==> config.mk <==
export PLATFORM = sky130hd
export DESIGN_NAME = mxd_core
export DESIGN_NICKNAME = d
export VERILOG_FILES = /design/src/pkg/mxd_pkg.sv /design/src/design/mxd_core.sv
export SDC_FILE = /design/constraint.sdc
export NUM_CORES = 1
export LEC_CHECK = 0
export BUFFER_PORTS_ARGS = -buffer_cell sky130_fd_sc_hd__buf_2
export CAP_MARGIN = 20
export CORE_UTILIZATION = 45
export CTS_BUF_LIST = sky130_fd_sc_hd__clkbuf_8
export DETAILED_ROUTE_END_ITERATION = 8
export GPL_TIMING_DRIVEN = 0
export PLACE_DENSITY = 0.72
export SLEW_MARGIN = 20
export SYNTH_ARGS = -nofsm -noshare
export SYNTH_HDL_FRONTEND = slang
export SYNTH_SLANG_ARGS = --single-unit
==> constraint.sdc <==
create_clock -name clk -period 4.15 [get_ports clk]
set_input_delay 0.83 -clock clk [delete_from_list [all_inputs] [get_ports clk]]
set_output_delay 0.83 -clock clk [all_outputs]
set_load 0.1 [all_outputs]
==> src/pkg/mxd_pkg.sv <==
// Purpose: constants and types for the instruction execution datapath
// Assumes: 8-bit data path, 16-bit program words, one core clock
// Notes: register port map, flag layout, opcodes and carriers
// Operation
// - skip-zero-with-move copies byte to working register, skips if zero, no flags
// - a met skip adds one dummy cycle; otherwise execution just continues
// - bit-test skip skips when selected bit is zero, flags untouched
// - specific-page table read uses high:low pointer, low to memory, high to latch
// - final-page table read uses low pointer on last page, same byte split
// - preincrement reads bump the low pointer first, then read with new value
// - xor with memory to register or memory, or with immediate to register, zero flag only
// - extended forms address any data memory section directly
// - extended add, optional carry in, updates range, zero, aux, carry, signed carry
// - extended and/or to register or memory, zero flag only
// - extended clear writes 00h, bit form clears one bit, no flags
// - extended complement inverts byte in place or to register, zero flag
// - decimal adjust adds six per nibble above nine or with its carry
// - decimal adjust stores to memory, only carry may change
// - increment and decrement by one, in place or to register, zero flag
// - extended move between memory and working register, no flags
// - rotate left moves bit 7 to bit 0, no flags, in place or register
// - rotate left through carry, bit 7 to carry, old carry to bit 0
package mxd_pkg;
  // register port offsets
  localparam logic [3:0] REG_WORKING = 4'h0;
  localparam logic [3:0] REG_STATUS = 4'h1;
  localparam logic [3:0] REG_PTR_LOW = 4'h2;
  localparam logic [3:0] REG_PTR_HIGH = 4'h3;
  localparam logic [3:0] REG_HIGH_LATCH = 4'h4;
  // reset values
  localparam logic [7:0] WORKING_RESET = 8'h00;
  localparam logic [4:0] STATUS_RESET = 5'h00;
  localparam logic [7:0] PTR_RESET = 8'h00;
  // arithmetic constants
  localparam logic [7:0] CLEAR_VALUE = 8'h00;
  localparam logic [3:0] NIBBLE_MAX = 4'h9;
  localparam logic [3:0] BCD_STEP = 4'h6;
  localparam logic [7:0] ONE = 8'h01;

  typedef enum logic [5:0] {
    op_skip_zero_with_move = 6'h00,
    op_skip_if_zero = 6'h01,
    op_skip_if_zero_bit = 6'h02,
    op_table_read_specific_page = 6'h03,
    op_table_read_final_page = 6'h04,
    op_preincrement_table_read = 6'h05,
    op_preincrement_final_page_read = 6'h06,
    op_xor_work = 6'h07,
    op_xor_mem = 6'h08,
    op_xor_imm = 6'h09,
    op_extended_add = 6'h0a,
    op_extended_add_mem = 6'h0b,
    op_extended_add_with_carry = 6'h0c,
    op_extended_add_with_carry_mem = 6'h0d,
    op_extended_bitwise_and = 6'h0e,
    op_extended_bitwise_and_mem = 6'h0f,
    op_extended_bitwise_or = 6'h10,
    op_extended_bitwise_or_mem = 6'h11,
    op_extended_clear = 6'h12,
    op_extended_clear_bit = 6'h13,
    op_extended_complement = 6'h14,
    op_extended_complement_work = 6'h15,
    op_extended_decimal_adjust = 6'h16,
    op_extended_decrement = 6'h17,
    op_extended_decrement_work = 6'h18,
    op_extended_increment = 6'h19,
    op_extended_increment_work = 6'h1a,
    op_extended_move_to_work = 6'h1b,
    op_extended_move_to_mem = 6'h1c,
    op_extended_rotate_left = 6'h1d,
    op_extended_rotate_left_work = 6'h1e,
    op_extended_rotate_left_carry = 6'h1f,
    op_extended_rotate_left_carry_work = 6'h20
  } mxd_op_type;

  // status layout, bit 0 is carry
  typedef struct packed {
    logic signed_carry_flag;
    logic signed_range_exceeded_flag;
    logic z;
    logic auxiliary_carry_flag;
    logic c;
  } mxd_flags_type;

  typedef struct packed {
    mxd_op_type op;
    logic [7:0] imm;
    logic [2:0] bit_sel;
  } mxd_cmd_type;

  typedef struct packed {
    logic [7:0] value;
    logic to_work;
    logic to_mem;
    logic skip;
    mxd_flags_type flags;
  } mxd_result_type;
endpackage

==> src/design/mxd_core.sv <==
// Purpose: executes one datapath instruction per command
// Assumes: data and program memory answer one cycle after a read strobe
// Notes: fixed three-cycle command, one extra dummy cycle after a skip
`timescale 1ns/10ps
module mxd_core #(
  parameter int DAW = 12,
  parameter int PAW = 16
) (
  input wire logic clk,
  input wire logic rst_b,
  input wire logic cmd_valid,
  input wire mxd_pkg::mxd_cmd_type cmd,
  input wire logic [DAW-1:0] cmd_addr,
  output logic busy,
  output logic done,
  output logic skip,
  input wire logic [3:0] reg_addr,
  input wire logic [7:0] reg_wdata,
  input wire logic reg_wr,
  input wire logic reg_rd,
  output logic [7:0] reg_rdata,
  output logic dmem_rd,
  output logic dmem_wr,
  output logic [DAW-1:0] dmem_addr,
  output logic [7:0] dmem_wdata,
  input wire logic [7:0] dmem_rdata,
  output logic pmem_rd,
  output logic [PAW-1:0] pmem_addr,
  input wire logic [15:0] pmem_rdata
);
  typedef enum logic [3:0] {
    s_idle = 4'b0001,
    s_wait = 4'b0010,
    s_exec = 4'b0100,
    s_skip = 4'b1000
  } mxd_state_type;

  mxd_state_type state;
  mxd_state_type next_state;
  mxd_pkg::mxd_cmd_type cur;
  mxd_pkg::mxd_flags_type flags;
  mxd_pkg::mxd_result_type res;
  logic [7:0] working_register;
  logic [7:0] table_pointer_low;
  logic [PAW-9:0] table_pointer_high;
  logic [7:0] table_high_byte_latch;
  logic [7:0] next_ptr_low;
  logic take;
  logic is_table;

  // table reads draw their operand from program memory
  function automatic logic table_op(input mxd_pkg::mxd_op_type op);
    return op inside {mxd_pkg::op_table_read_specific_page,
                      mxd_pkg::op_table_read_final_page,
                      mxd_pkg::op_preincrement_table_read,
                      mxd_pkg::op_preincrement_final_page_read};
  endfunction

  function automatic logic final_page(input mxd_pkg::mxd_op_type op);
    return op inside {mxd_pkg::op_table_read_final_page,
                      mxd_pkg::op_preincrement_final_page_read};
  endfunction

  // ops that need no memory operand read
  function automatic logic no_read(input mxd_pkg::mxd_op_type op);
    return table_op(op) || op inside {mxd_pkg::op_xor_imm,
      mxd_pkg::op_extended_clear, mxd_pkg::op_extended_move_to_mem,
      mxd_pkg::op_extended_decimal_adjust};
  endfunction

  // ops whose only flag effect is the zero flag
  function automatic logic zero_only(input mxd_pkg::mxd_op_type op);
    return op inside {mxd_pkg::op_xor_work, mxd_pkg::op_xor_mem,
      mxd_pkg::op_xor_imm, mxd_pkg::op_extended_bitwise_and,
      mxd_pkg::op_extended_bitwise_and_mem,
      mxd_pkg::op_extended_bitwise_or,
      mxd_pkg::op_extended_bitwise_or_mem,
      mxd_pkg::op_extended_complement,
      mxd_pkg::op_extended_complement_work,
      mxd_pkg::op_extended_decrement, mxd_pkg::op_extended_decrement_work,
      mxd_pkg::op_extended_increment, mxd_pkg::op_extended_increment_work};
  endfunction

  // the whole instruction set evaluated on one operand
  function automatic mxd_pkg::mxd_result_type alu(
    input mxd_pkg::mxd_cmd_type c,
    input logic [7:0] work,
    input logic [7:0] m,
    input mxd_pkg::mxd_flags_type f
  );
    mxd_pkg::mxd_result_type r;
    logic [8:0] sum;
    logic [4:0] low;
    logic cin;
    logic lo_adj;
    logic hi_adj;
    r = '{value: m, to_work: 1'b0, to_mem: 1'b0, skip: 1'b0, flags: f};
    sum = 9'h000;
    low = 5'h00;
    cin = 1'b0;
    lo_adj = 1'b0;
    hi_adj = 1'b0;
    unique case (c.op)
      mxd_pkg::op_skip_zero_with_move:
      begin
        r.to_work = 1'b1;
        r.skip = (m == 8'h00);
      end
      mxd_pkg::op_skip_if_zero: r.skip = (m == 8'h00);
      mxd_pkg::op_skip_if_zero_bit: r.skip = ~m[c.bit_sel];
      mxd_pkg::op_table_read_specific_page,
      mxd_pkg::op_table_read_final_page,
      mxd_pkg::op_preincrement_table_read,
      mxd_pkg::op_preincrement_final_page_read:
        r.to_mem = 1'b1;
      mxd_pkg::op_xor_work,
      mxd_pkg::op_xor_mem:
      begin
        r.value = work ^ m;
        r.to_mem = (c.op == mxd_pkg::op_xor_mem);
        r.to_work = ~r.to_mem;
      end
      mxd_pkg::op_xor_imm:
      begin
        r.value = work ^ c.imm;
        r.to_work = 1'b1;
      end
      mxd_pkg::op_extended_add,
      mxd_pkg::op_extended_add_mem,
      mxd_pkg::op_extended_add_with_carry,
      mxd_pkg::op_extended_add_with_carry_mem:
      begin
        cin = f.c & (c.op inside {mxd_pkg::op_extended_add_with_carry,
          mxd_pkg::op_extended_add_with_carry_mem});
        sum = {1'b0, work} + {1'b0, m} + {8'h00, cin};
        low = {1'b0, work[3:0]} + {1'b0, m[3:0]} + {4'h0, cin};
        r.value = sum[7:0];
        r.flags.c = sum[8];
        r.flags.auxiliary_carry_flag = low[4];
        r.flags.signed_range_exceeded_flag = (work[7] == m[7])
          && (sum[7] != work[7]);
        r.flags.signed_carry_flag = r.flags.signed_range_exceeded_flag
          ^ sum[7]; // true sign of the sum
        r.to_mem = c.op inside {mxd_pkg::op_extended_add_mem,
          mxd_pkg::op_extended_add_with_carry_mem};
        r.to_work = ~r.to_mem;
      end
      mxd_pkg::op_extended_bitwise_and,
      mxd_pkg::op_extended_bitwise_and_mem:
      begin
        r.value = work & m;
        r.to_mem = (c.op == mxd_pkg::op_extended_bitwise_and_mem);
        r.to_work = ~r.to_mem;
      end
      mxd_pkg::op_extended_bitwise_or,
      mxd_pkg::op_extended_bitwise_or_mem:
      begin
        r.value = work | m;
        r.to_mem = (c.op == mxd_pkg::op_extended_bitwise_or_mem);
        r.to_work = ~r.to_mem;
      end
      mxd_pkg::op_extended_clear:
      begin
        r.value = mxd_pkg::CLEAR_VALUE;
        r.to_mem = 1'b1;
      end
      mxd_pkg::op_extended_clear_bit:
      begin
        r.value[c.bit_sel] = 1'b0;
        r.to_mem = 1'b1;
      end
      mxd_pkg::op_extended_complement,
      mxd_pkg::op_extended_complement_work:
      begin
        r.value = ~m;
        r.to_work = (c.op == mxd_pkg::op_extended_complement_work);
        r.to_mem = ~r.to_work;
      end
      mxd_pkg::op_extended_decimal_adjust:
      begin
        lo_adj = (work[3:0] > mxd_pkg::NIBBLE_MAX)
          || f.auxiliary_carry_flag;
        hi_adj = (work[7:4] > mxd_pkg::NIBBLE_MAX) || f.c;
        r.value = work + {hi_adj ? mxd_pkg::BCD_STEP : 4'h0,
                         lo_adj ? mxd_pkg::BCD_STEP : 4'h0};
        r.flags.c = hi_adj;
        r.to_mem = 1'b1;
      end
      mxd_pkg::op_extended_decrement,
      mxd_pkg::op_extended_decrement_work:
      begin
        r.value = m - mxd_pkg::ONE;
        r.to_work = (c.op == mxd_pkg::op_extended_decrement_work);
        r.to_mem = ~r.to_work;
      end
      mxd_pkg::op_extended_increment,
      mxd_pkg::op_extended_increment_work:
      begin
        r.value = m + mxd_pkg::ONE;
        r.to_work = (c.op == mxd_pkg::op_extended_increment_work);
        r.to_mem = ~r.to_work;
      end
      mxd_pkg::op_extended_move_to_work: r.to_work = 1'b1;
      mxd_pkg::op_extended_move_to_mem:
      begin
        r.value = work;
        r.to_mem = 1'b1;
      end
      mxd_pkg::op_extended_rotate_left,
      mxd_pkg::op_extended_rotate_left_work:
      begin
        r.value = {m[6:0], m[7]};
        r.to_work = (c.op == mxd_pkg::op_extended_rotate_left_work);
        r.to_mem = ~r.to_work;
      end
      mxd_pkg::op_extended_rotate_left_carry,
      mxd_pkg::op_extended_rotate_left_carry_work:
      begin
        r.value = {m[6:0], f.c};
        r.flags.c = m[7];
        r.to_work = (c.op == mxd_pkg::op_extended_rotate_left_carry_work);
        r.to_mem = ~r.to_work;
      end
      default: r.to_work = 1'b0; // undefined codes do nothing
    endcase
    // zero flag follows the stored byte
    if (zero_only(c.op) || c.op inside {mxd_pkg::op_extended_add,
        mxd_pkg::op_extended_add_mem, mxd_pkg::op_extended_add_with_carry,
        mxd_pkg::op_extended_add_with_carry_mem})
    begin
      r.flags.z = (r.value == 8'h00);
    end
    return r;
  endfunction

  assign take = cmd_valid && (state == s_idle);
  assign is_table = table_op(cur.op);
  assign next_ptr_low = table_pointer_low + mxd_pkg::ONE;

  // operand is the program low byte for table reads
  always_comb
  begin
    res = alu(cur, working_register,
              is_table ? pmem_rdata[7:0] : dmem_rdata, flags);
  end

  // sequencing; every command takes the same path to done, a met skip then adds s_skip
  always_comb
  begin
    next_state = state;
    unique case (state)
      s_idle: if (take) next_state = s_wait;
      s_wait: next_state = s_exec;
      s_exec: next_state = res.skip ? s_skip : s_idle;
      s_skip: next_state = s_idle;
    endcase
  end

  always_ff @(posedge clk or negedge rst_b)
  begin
    if (!rst_b)
    begin
      state <= s_idle;
      busy <= 1'b0;
      done <= 1'b0;
      skip <= 1'b0;
      cur <= '0;
    end
    else
    begin
      state <= next_state;
      busy <= (next_state != s_idle);
      done <= (state == s_exec);
      skip <= (state == s_exec) && res.skip;
      if (take)
        cur <= cmd;
    end
  end

  // memory requests; full address width reaches every section
  always_ff @(posedge clk or negedge rst_b)
  begin
    if (!rst_b)
    begin
      dmem_rd <= 1'b0;
      dmem_wr <= 1'b0;
      dmem_addr <= '0;
      dmem_wdata <= 8'h00;
      pmem_rd <= 1'b0;
      pmem_addr <= '0;
    end
    else
    begin
      dmem_rd <= take && !no_read(cmd.op);
      pmem_rd <= take && table_op(cmd.op);
      dmem_wr <= (state == s_exec) && res.to_mem;
      if (take)
        dmem_addr <= cmd_addr;
      if (state == s_exec)
        dmem_wdata <= res.value;
      if (take && table_op(cmd.op))
      begin
        if (cmd.op inside {mxd_pkg::op_preincrement_table_read,
            mxd_pkg::op_preincrement_final_page_read})
        begin
          pmem_addr <= final_page(cmd.op) ? {{(PAW-8){1'b1}},
            next_ptr_low} : {table_pointer_high, next_ptr_low};
        end
        else
        begin
          pmem_addr <= final_page(cmd.op) ? {{(PAW-8){1'b1}},
            table_pointer_low}
            : {table_pointer_high, table_pointer_low};
        end
      end
    end
  end

  // architectural state; the datapath wins over a port write
  always_ff @(posedge clk or negedge rst_b)
  begin
    if (!rst_b)
    begin
      working_register <= mxd_pkg::WORKING_RESET;
      flags <= mxd_pkg::STATUS_RESET;
      table_pointer_low <= mxd_pkg::PTR_RESET;
      table_pointer_high <= '0;
      table_high_byte_latch <= mxd_pkg::PTR_RESET;
    end
    else
    begin
      if (state == s_exec && res.to_work)
        working_register <= res.value;
      else if (reg_wr && reg_addr == mxd_pkg::REG_WORKING)
        working_register <= reg_wdata;
      if (state == s_exec)
        flags <= res.flags;
      else if (reg_wr && reg_addr == mxd_pkg::REG_STATUS)
        flags <= reg_wdata[4:0];
      if (take && cmd.op inside {mxd_pkg::op_preincrement_table_read,
          mxd_pkg::op_preincrement_final_page_read})
        table_pointer_low <= next_ptr_low;
      else if (reg_wr && reg_addr == mxd_pkg::REG_PTR_LOW)
        table_pointer_low <= reg_wdata;
      if (reg_wr && reg_addr == mxd_pkg::REG_PTR_HIGH)
        table_pointer_high <= reg_wdata[PAW-9:0];
      if (state == s_exec && is_table)
        table_high_byte_latch <= pmem_rdata[15:8];
      else if (reg_wr && reg_addr == mxd_pkg::REG_HIGH_LATCH)
        table_high_byte_latch <= reg_wdata;
    end
  end

  // register port readback, unmapped offsets read zero
  always_ff @(posedge clk or negedge rst_b)
  begin
    if (!rst_b)
      reg_rdata <= 8'h00;
    else if (reg_rd)
    begin
      unique case (reg_addr)
        mxd_pkg::REG_WORKING: reg_rdata <= working_register;
        mxd_pkg::REG_STATUS: reg_rdata <= {3'h0, flags};
        mxd_pkg::REG_PTR_LOW: reg_rdata <= table_pointer_low;
        mxd_pkg::REG_PTR_HIGH: reg_rdata <= 8'(table_pointer_high);
        mxd_pkg::REG_HIGH_LATCH: reg_rdata <= table_high_byte_latch;
        default: reg_rdata <= 8'h00;
      endcase
    end
  end

  a_fixed_latency: assert property (@(posedge clk) disable iff (!rst_b)
    take |-> ##3 done) else $error("done not three cycles after take");
  a_skip_dummy: assert property (@(posedge clk) disable iff (!rst_b)
    skip |-> busy ##1 !busy) else $error("skip dummy cycle wrong");
  a_move_skip: assert property (@(posedge clk) disable iff (!rst_b)
    state == s_exec && cur.op == mxd_pkg::op_skip_zero_with_move
    |=> working_register == $past(dmem_rdata)
        && skip == ($past(dmem_rdata) == 8'h00)
        && flags == $past(flags)) else $error("move skip wrong");
  a_bit_skip: assert property (@(posedge clk) disable iff (!rst_b)
    state == s_exec && cur.op == mxd_pkg::op_skip_if_zero_bit
    |=> skip != $past(dmem_rdata[cur.bit_sel]))
    else $error("bit test skip wrong");
  a_final_page: assert property (@(posedge clk) disable iff (!rst_b)
    pmem_rd && final_page(cur.op) |-> &pmem_addr[PAW-1:8])
    else $error("final page not addressed");
  a_preinc_ptr: assert property (@(posedge clk) disable iff (!rst_b)
    take && cmd.op == mxd_pkg::op_preincrement_table_read
    |=> pmem_addr[7:0] == table_pointer_low
        && table_pointer_low == 8'($past(table_pointer_low) + 8'h01))
    else $error("preincrement wrong");
  a_xor_imm: assert property (@(posedge clk) disable iff (!rst_b)
    state == s_exec && cur.op == mxd_pkg::op_xor_imm
    |=> working_register == ($past(working_register) ^ $past(cur.imm)))
    else $error("xor immediate wrong");
  a_clear_write: assert property (@(posedge clk) disable iff (!rst_b)
    state == s_exec && cur.op == mxd_pkg::op_extended_clear
    |=> dmem_wr && dmem_wdata == 8'h00 && flags == $past(flags))
    else $error("clear wrong");
  a_rotate_carry: assert property (@(posedge clk) disable iff (!rst_b)
    state == s_exec && cur.op == mxd_pkg::op_extended_rotate_left_carry
    |=> dmem_wdata == {$past(dmem_rdata[6:0]), $past(flags.c)}
        && flags.c == $past(dmem_rdata[7])) else $error("rlc wrong");
  a_zero_flag: assert property (@(posedge clk) disable iff (!rst_b)
    state == s_exec && zero_only(cur.op)
    |=> flags.z == ($past(res.value) == 8'h00)
        && flags.c == $past(flags.c)) else $error("zero flag wrong");
endmodule

* Yosys cells after proc, flatten, opt, wreduce, memory -nomap -nowiden
Cells that the tools add are included.
** Storage, ports and cells
- Flip-flop bits (word level) :: 108
- Input bits :: 70
- Output and inout port bits :: 50
- Logic and storage cells :: 190
** Cells by class
- $add $sub $neg :: 8
- Magnitude comparators :: 4
- Eq/ne operators :: 54
- Mux-type cells :: 30
- Bitwise operators :: 19
- Reduce and logical (&&, ||, !) cells :: 52
** Operators with widths (count)
- $eq 6x5->1 const B :: 19
- $pmux 8 s14 :: 1
- $mux 8 :: 7
- $eq 6x4->1 const B :: 9
- $mux 16 :: 3
- $eq 6x3->1 const B :: 7
- $pmux 8 s5 :: 1
- $pmux 1 s10 :: 2
- $eq 6x2->1 const B :: 3
- $reduce_or 2->1 :: 9
- $add 8x1->8 const B :: 2
- $and 8x8->8 :: 2
- $logic_not 8->1 :: 2
- $not 8->8 :: 2
- $pmux 4 s4 :: 1
- $reduce_bool 2->1 :: 8
- $reduce_bool 4->1 :: 4
- $xor 8x8->8 :: 2
- $logic_and 1x1->1 :: 15
- $reduce_bool 13->1 :: 1
- $eq 4x2->1 const B :: 3
- $mux 5 :: 2
- $not 1->1 :: 10
- $add 8x8->9 :: 1
- other kinds (37) :: 51

* Longest topological paths before layout
Gate-level depths: netlist of the first run.
- Depth in word-level cells :: 10
- Gate-level depth with buffers :: 16
- Gate-level depth less buffers :: 14

* Worst setup path after synthesis of the first run
OpenSTA, ideal clock, no wires.
- Kind :: register to register
- From :: reg cur[11] (netlist name)
- To :: reg flags[2] (netlist name)
- Setup time :: 0.120 ns
- Data arrival time :: 3.762 ns
- Data required time :: 4.030 ns
- Setup slack :: 0.268 ns
- Cell stages (with the launch flop) :: 17
- Period minus slack after synthesis :: 3.882 ns
- Cell sequence :: dfrtp_1 > buf_6 > and3b_4 > o21ai_4 > buf_12 > mux2i_4 > inv_1 > ha_1 > and3_1 > o211ai_1 > or3b_2 > a2111oi_0 > a2bb2oi_1 > xnor2_1 > a21boi_1 > and4_1 > a31o_1
** On the way
- Longest elaborated chain between the ends :: 9
- Elaborated cells on any way between the ends :: 60
- Classes of those cells :: add/sub (4); eq/ne (30); mux (4); bitwise (6); reduce/logical (16)
** RTL lines
- from (decl) :: line mxd_core.sv:40 : mxd_pkg::mxd_cmd_type cur;
- from (signal assigned) :: line mxd_core.sv:276 : cur <= cmd;
- $eq 6x2->1 / $eq 6x3->1 (equally long branches) :: line mxd_core.sv:53 : return op inside {mxd_pkg::op_table_read_specific_page,
- $reduce_bool 4->1 :: line mxd_core.sv:53
- $mux 8 :: line mxd_core.sv:244 : is_table ? pmem_rdata[7:0] : dmem_rdata, flags);
- $add 8x8->9 :: line mxd_core.sv:135 : sum = {1'b0, work} + {1'b0, m} + {8'h00, cin};
- $add 9x1->9 :: line mxd_core.sv:135
- $pmux 8 s14 :: line mxd_core.sv:103 : unique case (c.op)
- $logic_not 8->1 :: line mxd_core.sv:231 : r.flags.z = (r.value == 8'h00);
- $mux 1 :: line mxd_core.sv:227 : if (zero_only(c.op) || c.op inside {mxd_pkg::op_extended_add,
- $mux 5 :: line mxd_core.sv:336 : if (state == s_exec)
- to (signal assigned) :: line mxd_core.sv:325 : flags <= mxd_pkg::STATUS_RESET;
- to (signal assigned) :: line mxd_core.sv:337 : flags <= res.flags;
- to (signal assigned) :: line mxd_core.sv:339 : flags <= reg_wdata[4:0];
- to (decl) :: line mxd_core.sv:41 : mxd_pkg::mxd_flags_type flags;
Parallel ways exist; a longest one is shown, timed or not. The select of a mux whose other input is x is not followed.
A chain may end at the register's enable or synchronous reset.

* Final worst setup path of the first run
- From :: reg cur[14] (netlist name)
- To :: reg flags[2] (netlist name)
The elaborated chain is that of the path after synthesis.

==> impl_metrics.json, run 1 <==
{
  "fp.dieW_um": 130,
  "maxSlewHeadroom_pct": 39.3,
  "crit_type": "flop to flop",
  "ys_warn_count": 0,
  "placed_cells": 1147,
  "ioPinCount": 120,
  "htree_levels": 3,
  "routedWlPerCell_um": 18.4,
  "rows": 46,
  "cts_sinks": 108,
  "leakagePower_nw": 3.93,
  "worst-path-max-fanout": 10,
  "pwr_density_cell_nw_per_um2": 333,
  "hold_viol_final": 0,
  "cts_made_buffers": 9,
  "worstPathRequired_ns": 4.47,
  "route.detailed.drc": 0,
  "grt_setup_unrepaired": "yes",
  "largest_register_ffs": 17,
  "timing.final.crit_share_pct": 98.1,
  "regToRegSetupSlack_ns": 0.08,
  "ant_nets": 0,
  "final_nets": 1048,
  "cp-end-kind": "flop",
  "hpwl_um": 16100,
  "fmax_mhz": 246,
  "drt-initial-drc-count": 617,
  "fillers": 1564,
  "syn_inst": 813,
  "setup_viol": 0,
  "tightest_slew_ns": 0.909,
  "initial_core_util_pct": 46.3,
  "grt_pass1_vias": 6157,
  "hold_buffers": 0,
  "routed_wl_um": 21700,
  "synth-async-reset-ratio_pct": 100,
  "cp_slowest_cell": "fa_2",
  "fin_total_pwr_mw": 2.89,
  "viasPerCell": 5.87,
  "arrival_ns": 4.40,
  "syn_area_um2": 7410,
  "antenna_found_initial": 0,
  "finalMaxSlewViolations": 0,
  "n_antenna_cell": 0,
  "synth_ff_type": "dfrtp_1",
  "grt_use_total_pct": 25.5,
  "synth.distinct_cells": 84,
  "synth_seq_area_share_pct": 36.5,
  "layout-drive-gt1-share_pct": 26.0,
  "cts.clk_slew.worst_paths_ns": 0.11,
  "cap_violations": 0,
  "port_buffers": 117,
  "yosys_register_bits": 108,
  "grt_pass1_wl_um": 33100,
  "core_area_um2": 16000,
  "r2r_cells": 16,
  "holdCritPathClass": "input pin to async pin",
  "status": "complete, no violations",
  "firstDrtPassIters": 7,
  "cp_slowest_stage_delay_ns": 0.42,
  "largestRegisters": "cur (17), pmem_addr (16), dmem_addr (12)",
  "syn_area_per_cell_um2": 9.12,
  "start_kind": "flop",
  "place.gp.congestion": 0.972,
  "area_growth_pct": 17.2,
  "r2r-start": "cur[14]",
  "min_period_ns": 4.07,
  "vias": 6896,
  "r2r-end": "flags[2]",
  "grt_max_degree": 77,
  "insertion_delay_ns": 0.40,
  "synth_fp_nets": 907,
  "clockBufferDepth": 2,
  "crit_chain": "buf_4 -> nor3_4 -> o21ai_4 -> buf_4 -> mux2_4 -> fa_2 -> fa_2 -> nand3_1 -> nand2_1 -> xor2_1 -> a221oi_2 -> o2111ai_1 -> a211oi_1 -> a221o_1 -> and4_1 -> a31o_1",
  "root_buffer": "clkbuf_8",
  "clock_skew_ns": 0.0174,
  "overflow": 0,
  "die_h_um": 130,
  "ir_drop_mv": 0.196,
  "dieArea_um2": 17000,
  "synth-edff-count": 0,
  "cts_tree": "done",
  "regMostFlops": "cur",
  "instances_no_fill": 1175
}
## critical path: cells and delay by family (launching register included)
kind	cells	cell delay, ns
simple gates	4	0.77
fa+ha+maj	2	0.80
xor+xnor	1	0.17
buf+inv	2	0.34
compound gates	6	1.21
flops	1	0.38
mux	1	0.33
## timing repair
item,4_1_cts,5_1_grt
gates cloned,0,0
setup endpoints to repair,9,7
pin swaps,3,6
buffers inserted,7,5
gates resized for setup,9,11
## metal layers
layer  vias up  share of wire [%]  global-route usage, %
li1       3259                  -                      -
met1      3322                 45                   36.8
met2       272                 45                   38.8
met3        43                7.1                   4.39
met4         0                2.5                   7.78
met5         -                  0                      0
## worst max-delay path by stage
stage,cells past startpoint,endpoint,start,slack [ns]
after floorplan,16,flags[2],cur[11],0.27
after global placement,13,flags[2],cur[11],-0.61
after detailed placement,16,dmem_wdata[7],cur[11],-0.56
after CTS,16,flags[2],cur[15],0.01
after global routing,16,flags[2],cur[11],-0.005
final,16,flags[2],cur[14],0.08
## stage by stage
| step | area (µm²) | worst slack (ns) | setup TNS [ns] | hold WS, ns | utilization (%) |
|---|---|---|---|---|---|
| final | 8690 | 0.0779 | 0 | 0.305 | 54.3 |
| after global routing | 8690 | -0.00521 | -0.00521 | 0.316 | 54.3 |
| after floorplan | 7410 | 0.268 | 0 | 0.479 | - |
| after CTS | 8590 | 0.00959 | 0 | 0.302 | 53.7 |
| after detailed placement | 8310 | -0.559 | -2.71 | 0.472 | 51.9 |
| after global placement | 8270 | -0.608 | -3.05 | 0.464 | 51.7 |
## kinds of logic after synthesis
group / count (synthesis) / synth area share, %
AOI/OAI and AO/OA: 229 / 20.7
xor gates and xnor gates: 32 / 3.78
adders and majority gates: 24 / 4.45
buffers and inverters: 86 / 4.88
DFF: 108 / 36.5
muxes: 77 / 12.5
and+or+nand+nor: 257 / 17.2
## cell usage after synthesis, drive strengths merged (7+ instances only)
library cell    n  area, µm²
a211oi          9       72.6
a21oi          57        285
a221o           7       70.1
a221oi         13        114
a31oi           8       50.1
buf            14       91.3
clkbuf         33        124
dfrtp         107       2680
ha             20        250
inv            38        143
mux2           48        544
mux2i          27        337
nand2          71        267
nand2b         10       62.6
nand3          18       90.1
nor2           75        282
nor2b           7       43.8
nor3           23        141
nor3b           7       52.6
o21ai          57        300
o22ai          12       75.1
xnor2          20        175
xor2           12        105
## cell type report
cell class	instances	area (µm²)	share of cell area [%]
buffer	47	215	2.48
clock buffer	10	138	1.58
clock inverter	6	45.0	0.518
inverter	39	146	1.68
multi-input combinational	619	4460	51.3
sequential	108	2700	31.1
tap	216	270	3.11
timing repair buffer	130	709	8.17
## report_power, final
part | internal, mW | switching (mW)
clock | 0.241 | 0.381
combinational | 0.403 | 0.594
sequential | 1.15 | 0.121
## cells in the final DEF, fill, tap and decap left out, types with 14 or more instances in the layout
cell type and count:
mux2_2 47, ha_1 20, o21ai_0 50, mux2i_1 20, buf_4 14, clkbuf_1 33, dfrtp_1 107, nand3_1 17
xnor2_1 20, nor3_1 19, nand2_1 71, inv_1 32, a21oi_1 57, nor2_1 75, buf_2 122
Power figures use the tool's default switching activity.
==> run 2: changes to the inputs <==
PLACE_DENSITY = 0.65   (was 0.72)
==> impl_metrics.json, run 2 (synthesis results as in run 1) <==
{
  "cp-end-kind": "flop",
  "timing.final.crit_share_pct": 96.9,
  "grt_max_degree": 63,
  "r2r_cells": 16,
  "antenna_found_initial": 0,
  "regMostFlops": "cur",
  "drt-initial-drc-count": 567,
  "vias": 6801,
  "place.gp.congestion": 0.981,
  "whs_ns": 0.357,
  "fin_ws_ns": 0.129,
  "routedWlPerCell_um": 18.7,
  "setup_viol": 0,
  "die_h_um": 130,
  "dieArea_um2": 17000,
  "regToRegSetupSlack_ns": 0.13,
  "layout-drive-gt1-share_pct": 27.1,
  "htree_levels": 3,
  "fmax_mhz": 249,
  "fillers": 1563,
  "cap_violations": 0,
  "grt_setup_unrepaired": "no",
  "layout_commonest_cell": "buf_2",
  "cts_made_buffers": 9,
  "placed_cells": 1147,
  "largest_register_ffs": 17,
  "r2r-end": "flags[2]",
  "final_nets": 1050,
  "insertion_delay_ns": 0.39,
  "rows": 46,
  "port_buffers": 117,
  "worst-path-max-fanout": 10,
  "cts.clk_slew.worst_paths_ns": 0.10,
  "r2r-start": "cur[15]",
  "tightest_slew_ns": 0.964,
  "grt_use_total_pct": 26.5,
  "finalMaxSlewViolations": 0,
  "overflow": 0,
  "crit_chain": "buf_6 -> nor3_4 -> o21ai_4 -> buf_4 -> mux2_4 -> fa_2 -> fa_2 -> nand3_2 -> nand2_2 -> a31oi_2 -> xor2_1 -> o221ai_1 -> o32ai_1 -> a21boi_2 -> and4_1 -> a31o_1",
  "grt_pass1_vias": 6144,
  "core_area_um2": 16000,
  "path_common_cell": "fa_2",
  "arrival_ns": 4.35,
  "firstDrtPassIters": 6,
  "hold_viol_final": 0,
  "ant_nets": 0,
  "ir_drop_mv": 0.171,
  "cp_slowest_stage_delay_ns": 0.46,
  "status": "complete, no violations",
  "crit_type": "flop to flop",
  "maxSlewHeadroom_pct": 35.2,
  "pwr_density_cell_nw_per_um2": 350,
  "pwr-share-seq_pct": 41.5,
  "combinationalPowerShare_pct": 32.9,
  "hpwl_um": 16400,
  "cp_slowest_cell": "fa_2",
  "place_ws_ns": -0.501,
  "cts_sinks": 108,
  "internal_power_mw": 1.98,
  "largestRegisters": "cur (17), pmem_addr (16), dmem_addr (12)",
  "area_growth_pct": 18.9,
  "leakagePower_nw": 3.97,
  "min_period_ns": 4.02,
  "root_buffer": "clkbuf_8",
  "viasPerCell": 5.78,
  "clockPowerShare_pct": 25.6,
  "fp.dieW_um": 130,
  "ioPinCount": 120,
  "initial_core_util_pct": 46.3,
  "instances_no_fill": 1177,
  "power_switching_share_pct": 35.7,
  "holdCritPathClass": "input pin to async pin",
  "fin_total_pwr_mw": 3.08,
  "n_antenna_cell": 0,
  "fin_setup_tns_ns": 0,
  "final_cell_mix": "buf_2 (121), dfrtp_1 (107), nor2_1 (75), nand2_1 (70), a21oi_1 (57)",
  "grt_pass1_wl_um": 33800,
  "clockBufferDepth": 2,
  "cts_tree": "done",
  "worstPathRequired_ns": 4.48,
  "start_kind": "flop",
  "routed_wl_um": 22000,
  "clock_skew_ns": 0.00795,
  "route.detailed.drc": 0,
  "p_switching_mw": 1.10
}
-- run 2: changes by cell type in the layout (fill, tap and decap cells not counted), moves of 2 or more --
cell | before | now
a211oi_2 | 0 | 4
a211oi_1 | 8 | 5
bufinv_16 | 0 | 3
buf_4 | 14 | 16
inv_6 | 3 | 1
-- run 2: area by class of cell --
| class | count | area [µm²] | share of cell area [%] |
|---|---|---|---|
| buffer | 47 | 221 | 2.51 |
| clock buffer | 10 | 138 | 1.56 |
| clock inverter | 6 | 109 | 1.24 |
| inverter | 39 | 150 | 1.70 |
| multi-input combinational | 619 | 4500 | 51.0 |
| sequential | 108 | 2700 | 30.7 |
| tap | 216 | 270 | 3.07 |
| timing repair buffer | 132 | 724 | 8.22 |
-- run 2: worst max-delay path: cells and delay by family (launching register included) --
kind                     cells  cell delay, ns
buffers and inverters        2            0.32
multiplexers                 1            0.33
XOR/XNOR                     1            0.18
flip-flops                   1            0.40
adder cells (fa/ha/maj)      2            0.86
AO/OA/AOI/OAI                6            1.17
AND/OR/NAND/NOR              4            0.69
-- run 2: timing repair --
item,CTS,global route
hold buffers,0,0
setup buffers,8,6
setup endpoints to repair,11,5
resized for setup,12,18
cloned,0,0
endpoints found under the hold margin,0,0
pin swaps,4,11
-- run 2: power by group through the flow --
stage               clock, mW  combinational [mW]  sequential (mW)
CTS                     0.810               0.971             1.27
finish                  0.790                1.01             1.28
detailed placement          0               0.934             1.29
floorplan                   0               0.597             1.33
global route            0.847                1.10             1.29
global placement            0               0.922             1.29
-- run 2: worst max-delay path by stage --
stage / slack (ns) / depth (start not counted) / end / startpoint
4_1_cts: 0.03 / 16 / flags[2] / cur[11]
2_1_floorplan: 0.27 / 16 / flags[2] / cur[11]
3_5_place_dp: -0.50 / 16 / dmem_wdata[7] / cur[11]
6_report: 0.13 / 16 / flags[2] / cur[15]
3_3_place_gp: -0.75 / 13 / flags[2] / cur[11]
5_1_grt: 0.01 / 16 / flags[2] / cur[11]
-- run 2: per-stage QoR --
step	util (%)	area (µm²)
3_3_place_gp	51.7	8270
2_1_floorplan	-	7410
6_report	55.1	8810
5_1_grt	55.1	8810
4_1_cts	54.2	8680
3_5_place_dp	51.9	8310
-- run 2: layer usage --
metal  vias to the layer above  global-route usage, %  part of all wire, %
met5                         -                      0                    0
met2                       254                   38.1                   44
li1                       3258                      -                    -
met4                         0                   9.67                  2.6
met1                      3248                   39.3                   47
met3                        41                   4.84                  6.8
==> run 3: changes to the inputs <==
CTS_BUF_LIST = sky130_fd_sc_hd__clkbuf_4   (was sky130_fd_sc_hd__clkbuf_8)
==> impl_metrics.json, run 3 (synthesis results as in run 1) <==
{
  "firstDrtPassIters": 8,
  "grt_pass1_vias": 6098,
  "cp-end-kind": "flop",
  "ant_nets": 0,
  "root_buffer": "clkbuf_4",
  "grt_setup_unrepaired": "yes",
  "initial_core_util_pct": 46.3,
  "regMostFlops": "cur",
  "area_growth_pct": 18.1,
  "place.gp.congestion": 0.981,
  "core_area_um2": 16000,
  "combinationalPowerShare_pct": 34.4,
  "postPlaceCellArea_um2": 8310,
  "routedWlPerCell_um": 18.5,
  "viasPerCell": 5.79,
  "worst-path-max-fanout": 8,
  "crit_family": "compound AO/OA/AOI/OAI gates",
  "status": "complete, no violations",
  "insertion_delay_ns": 0.48,
  "worstPathRequired_ns": 4.57,
  "pwr_density_cell_nw_per_um2": 336,
  "layout-drive-gt1-share_pct": 27.0,
  "cp_slowest_cell": "fa_2",
  "internal_power_mw": 1.87,
  "grt_use_total_pct": 26.2,
  "path_common_cell": "fa_2",
  "cap_violations": 0,
  "min_period_ns": 4.04,
  "fmax_mhz": 247,
  "dieArea_um2": 17000,
  "overflow": 0,
  "instances_no_fill": 1179,
  "cts_tree": "done",
  "pwr-share-seq_pct": 43.4,
  "ioPinCount": 120,
  "cts.clk_slew.worst_paths_ns": 0.16,
  "clockBufferDepth": 2,
  "crit_chain": "buf_2 -> and3b_4 -> o21ai_4 -> buf_4 -> mux2_4 -> fa_2 -> fa_2 -> nand3_2 -> nand2_2 -> xor2_1 -> a221oi_2 -> o2111ai_2 -> a21oi_1 -> a221o_1 -> and4_1 -> a31o_1",
  "antenna_found_initial": 1,
  "power_switching_share_pct": 36.6,
  "tightest_slew_ns": 0.965,
  "cp_slowest_stage_delay_ns": 0.46,
  "post-route-cell-area_um2": 8760,
  "finalMaxSlewViolations": 0,
  "route.detailed.drc": 0,
  "cp_num_buf_inv": 2,
  "final_cell_mix": "buf_2 (121), dfrtp_1 (107), nor2_1 (75), nand2_1 (70), a21oi_1 (57)",
  "maxSlewHeadroom_pct": 35.7,
  "grt_pass1_wl_um": 33600,
  "leakagePower_nw": 3.95,
  "routed_wl_um": 21900,
  "fin_total_pwr_mw": 2.95,
  "htree_levels": 3,
  "start_kind": "flop",
  "vias": 6828,
  "fp.dieW_um": 130,
  "rows": 46,
  "arrival_ns": 4.46,
  "crit_type": "flop to flop",
  "grt_max_degree": 63,
  "hold_viol_final": 0,
  "placed_cells": 1147,
  "port_buffers": 117,
  "layout_commonest_cell": "buf_2",
  "holdCritPathClass": "input pin to async pin",
  "die_h_um": 130,
  "hpwl_um": 16400,
  "final_nets": 1051,
  "clockPowerShare_pct": 22.3,
  "p_switching_mw": 1.08,
  "largestRegisters": "cur (17), pmem_addr (16), dmem_addr (12)",
  "largest_register_ffs": 17,
  "clock_skew_ns": 0.0152,
  "timing.final.crit_share_pct": 97.4,
  "ir_drop_mv": 0.164,
  "cts_made_buffers": 9,
  "setup_viol": 0,
  "drt-initial-drc-count": 623,
  "cts_sinks": 108
}
## run 3: cell types whose count changed in the layout (fill, tap and decap cells not counted)
cell / change
buf_4: +1
diode_2: +1
clkinv_1: +1
clkbuf_4: +9
clkbuf_8: -10
## run 3: final timing paths
check	from	to	slack (ns)	depth (start not counted)
setup reg to reg	cur[12]	flags[2]	0.11	16
hold reg to reg	dmem_wdata[2]	dmem_wdata[2]	0.50	2
min in group clk	dmem_wdata[2]	dmem_wdata[2]	0.50	2
hold / removal	rst_b	table_high_byte_latch[1]	0.25	1
setup / recovery	cur[12]	flags[2]	0.11	16
max in group asynchronous	rst_b	state[0]	3.18	2
## run 3: through the flow
stage                     setup TNS, ns  hold WS, ns  worst slack, ns  util, %
after floorplan                       0        0.479            0.268        -
after detailed placement          -2.64        0.471           -0.501     51.9
final                                 0        0.252            0.108     54.7
after CTS                             0        0.257           0.0134     53.8
after global placement            -3.31        0.466           -0.750     51.7
after global routing           -0.00468        0.260         -0.00468     54.7
## run 3: cell type report
type	instances	area [µm²]
inverters	39	150
flip-flops and latches	108	2700
clock inverters	7	113
multi-input cells	619	4500
plain buffers	47	221
well taps	216	270
fillers	1569	7240
repair buffers	133	732
clock buffers	9	67.6
diodes	1	2.50
## run 3: power by group through the flow
stage	Sequential (mW)	Combinational [mW]	Clock, mW
after floorplan	1.33	0.597	0
after global placement	1.29	0.922	0
after detailed placement	1.29	0.934	0
after CTS	1.27	0.971	0.674
after global routing	1.29	1.10	0.716
final	1.28	1.01	0.656
## run 3: per-layer routing
| layer | vias up | track usage, % | share of wire (%) |
|---|---|---|---|
| met1 | 3247 | 39.2 | 47 |
| met2 | 259 | 37.7 | 43 |
| met3 | 42 | 4.80 | 7.5 |
| met4 | 0 | 9.20 | 2.6 |
| met5 | - | 0 | 0 |
| li1 | 3280 | - | - |
## run 3: timing repair
item | 4_1_cts | 5_1_grt
endpoints found under the setup margin | 11 | 5
pin swaps | 4 | 11
hold buffers | 0 | 0
resized for setup | 12 | 18
buffers inserted | 8 | 7
## run 3: worst reg2reg max path, delay by kind of cell (launching register included)
kind / cells / cell delay, ns
buf+inv: 2 / 0.34
simple gates: 4 / 0.62
compound gates: 6 / 1.28
xor+xnor: 1 / 0.16
fa+ha+maj: 2 / 0.86
mux: 1 / 0.33
flops: 1 / 0.39
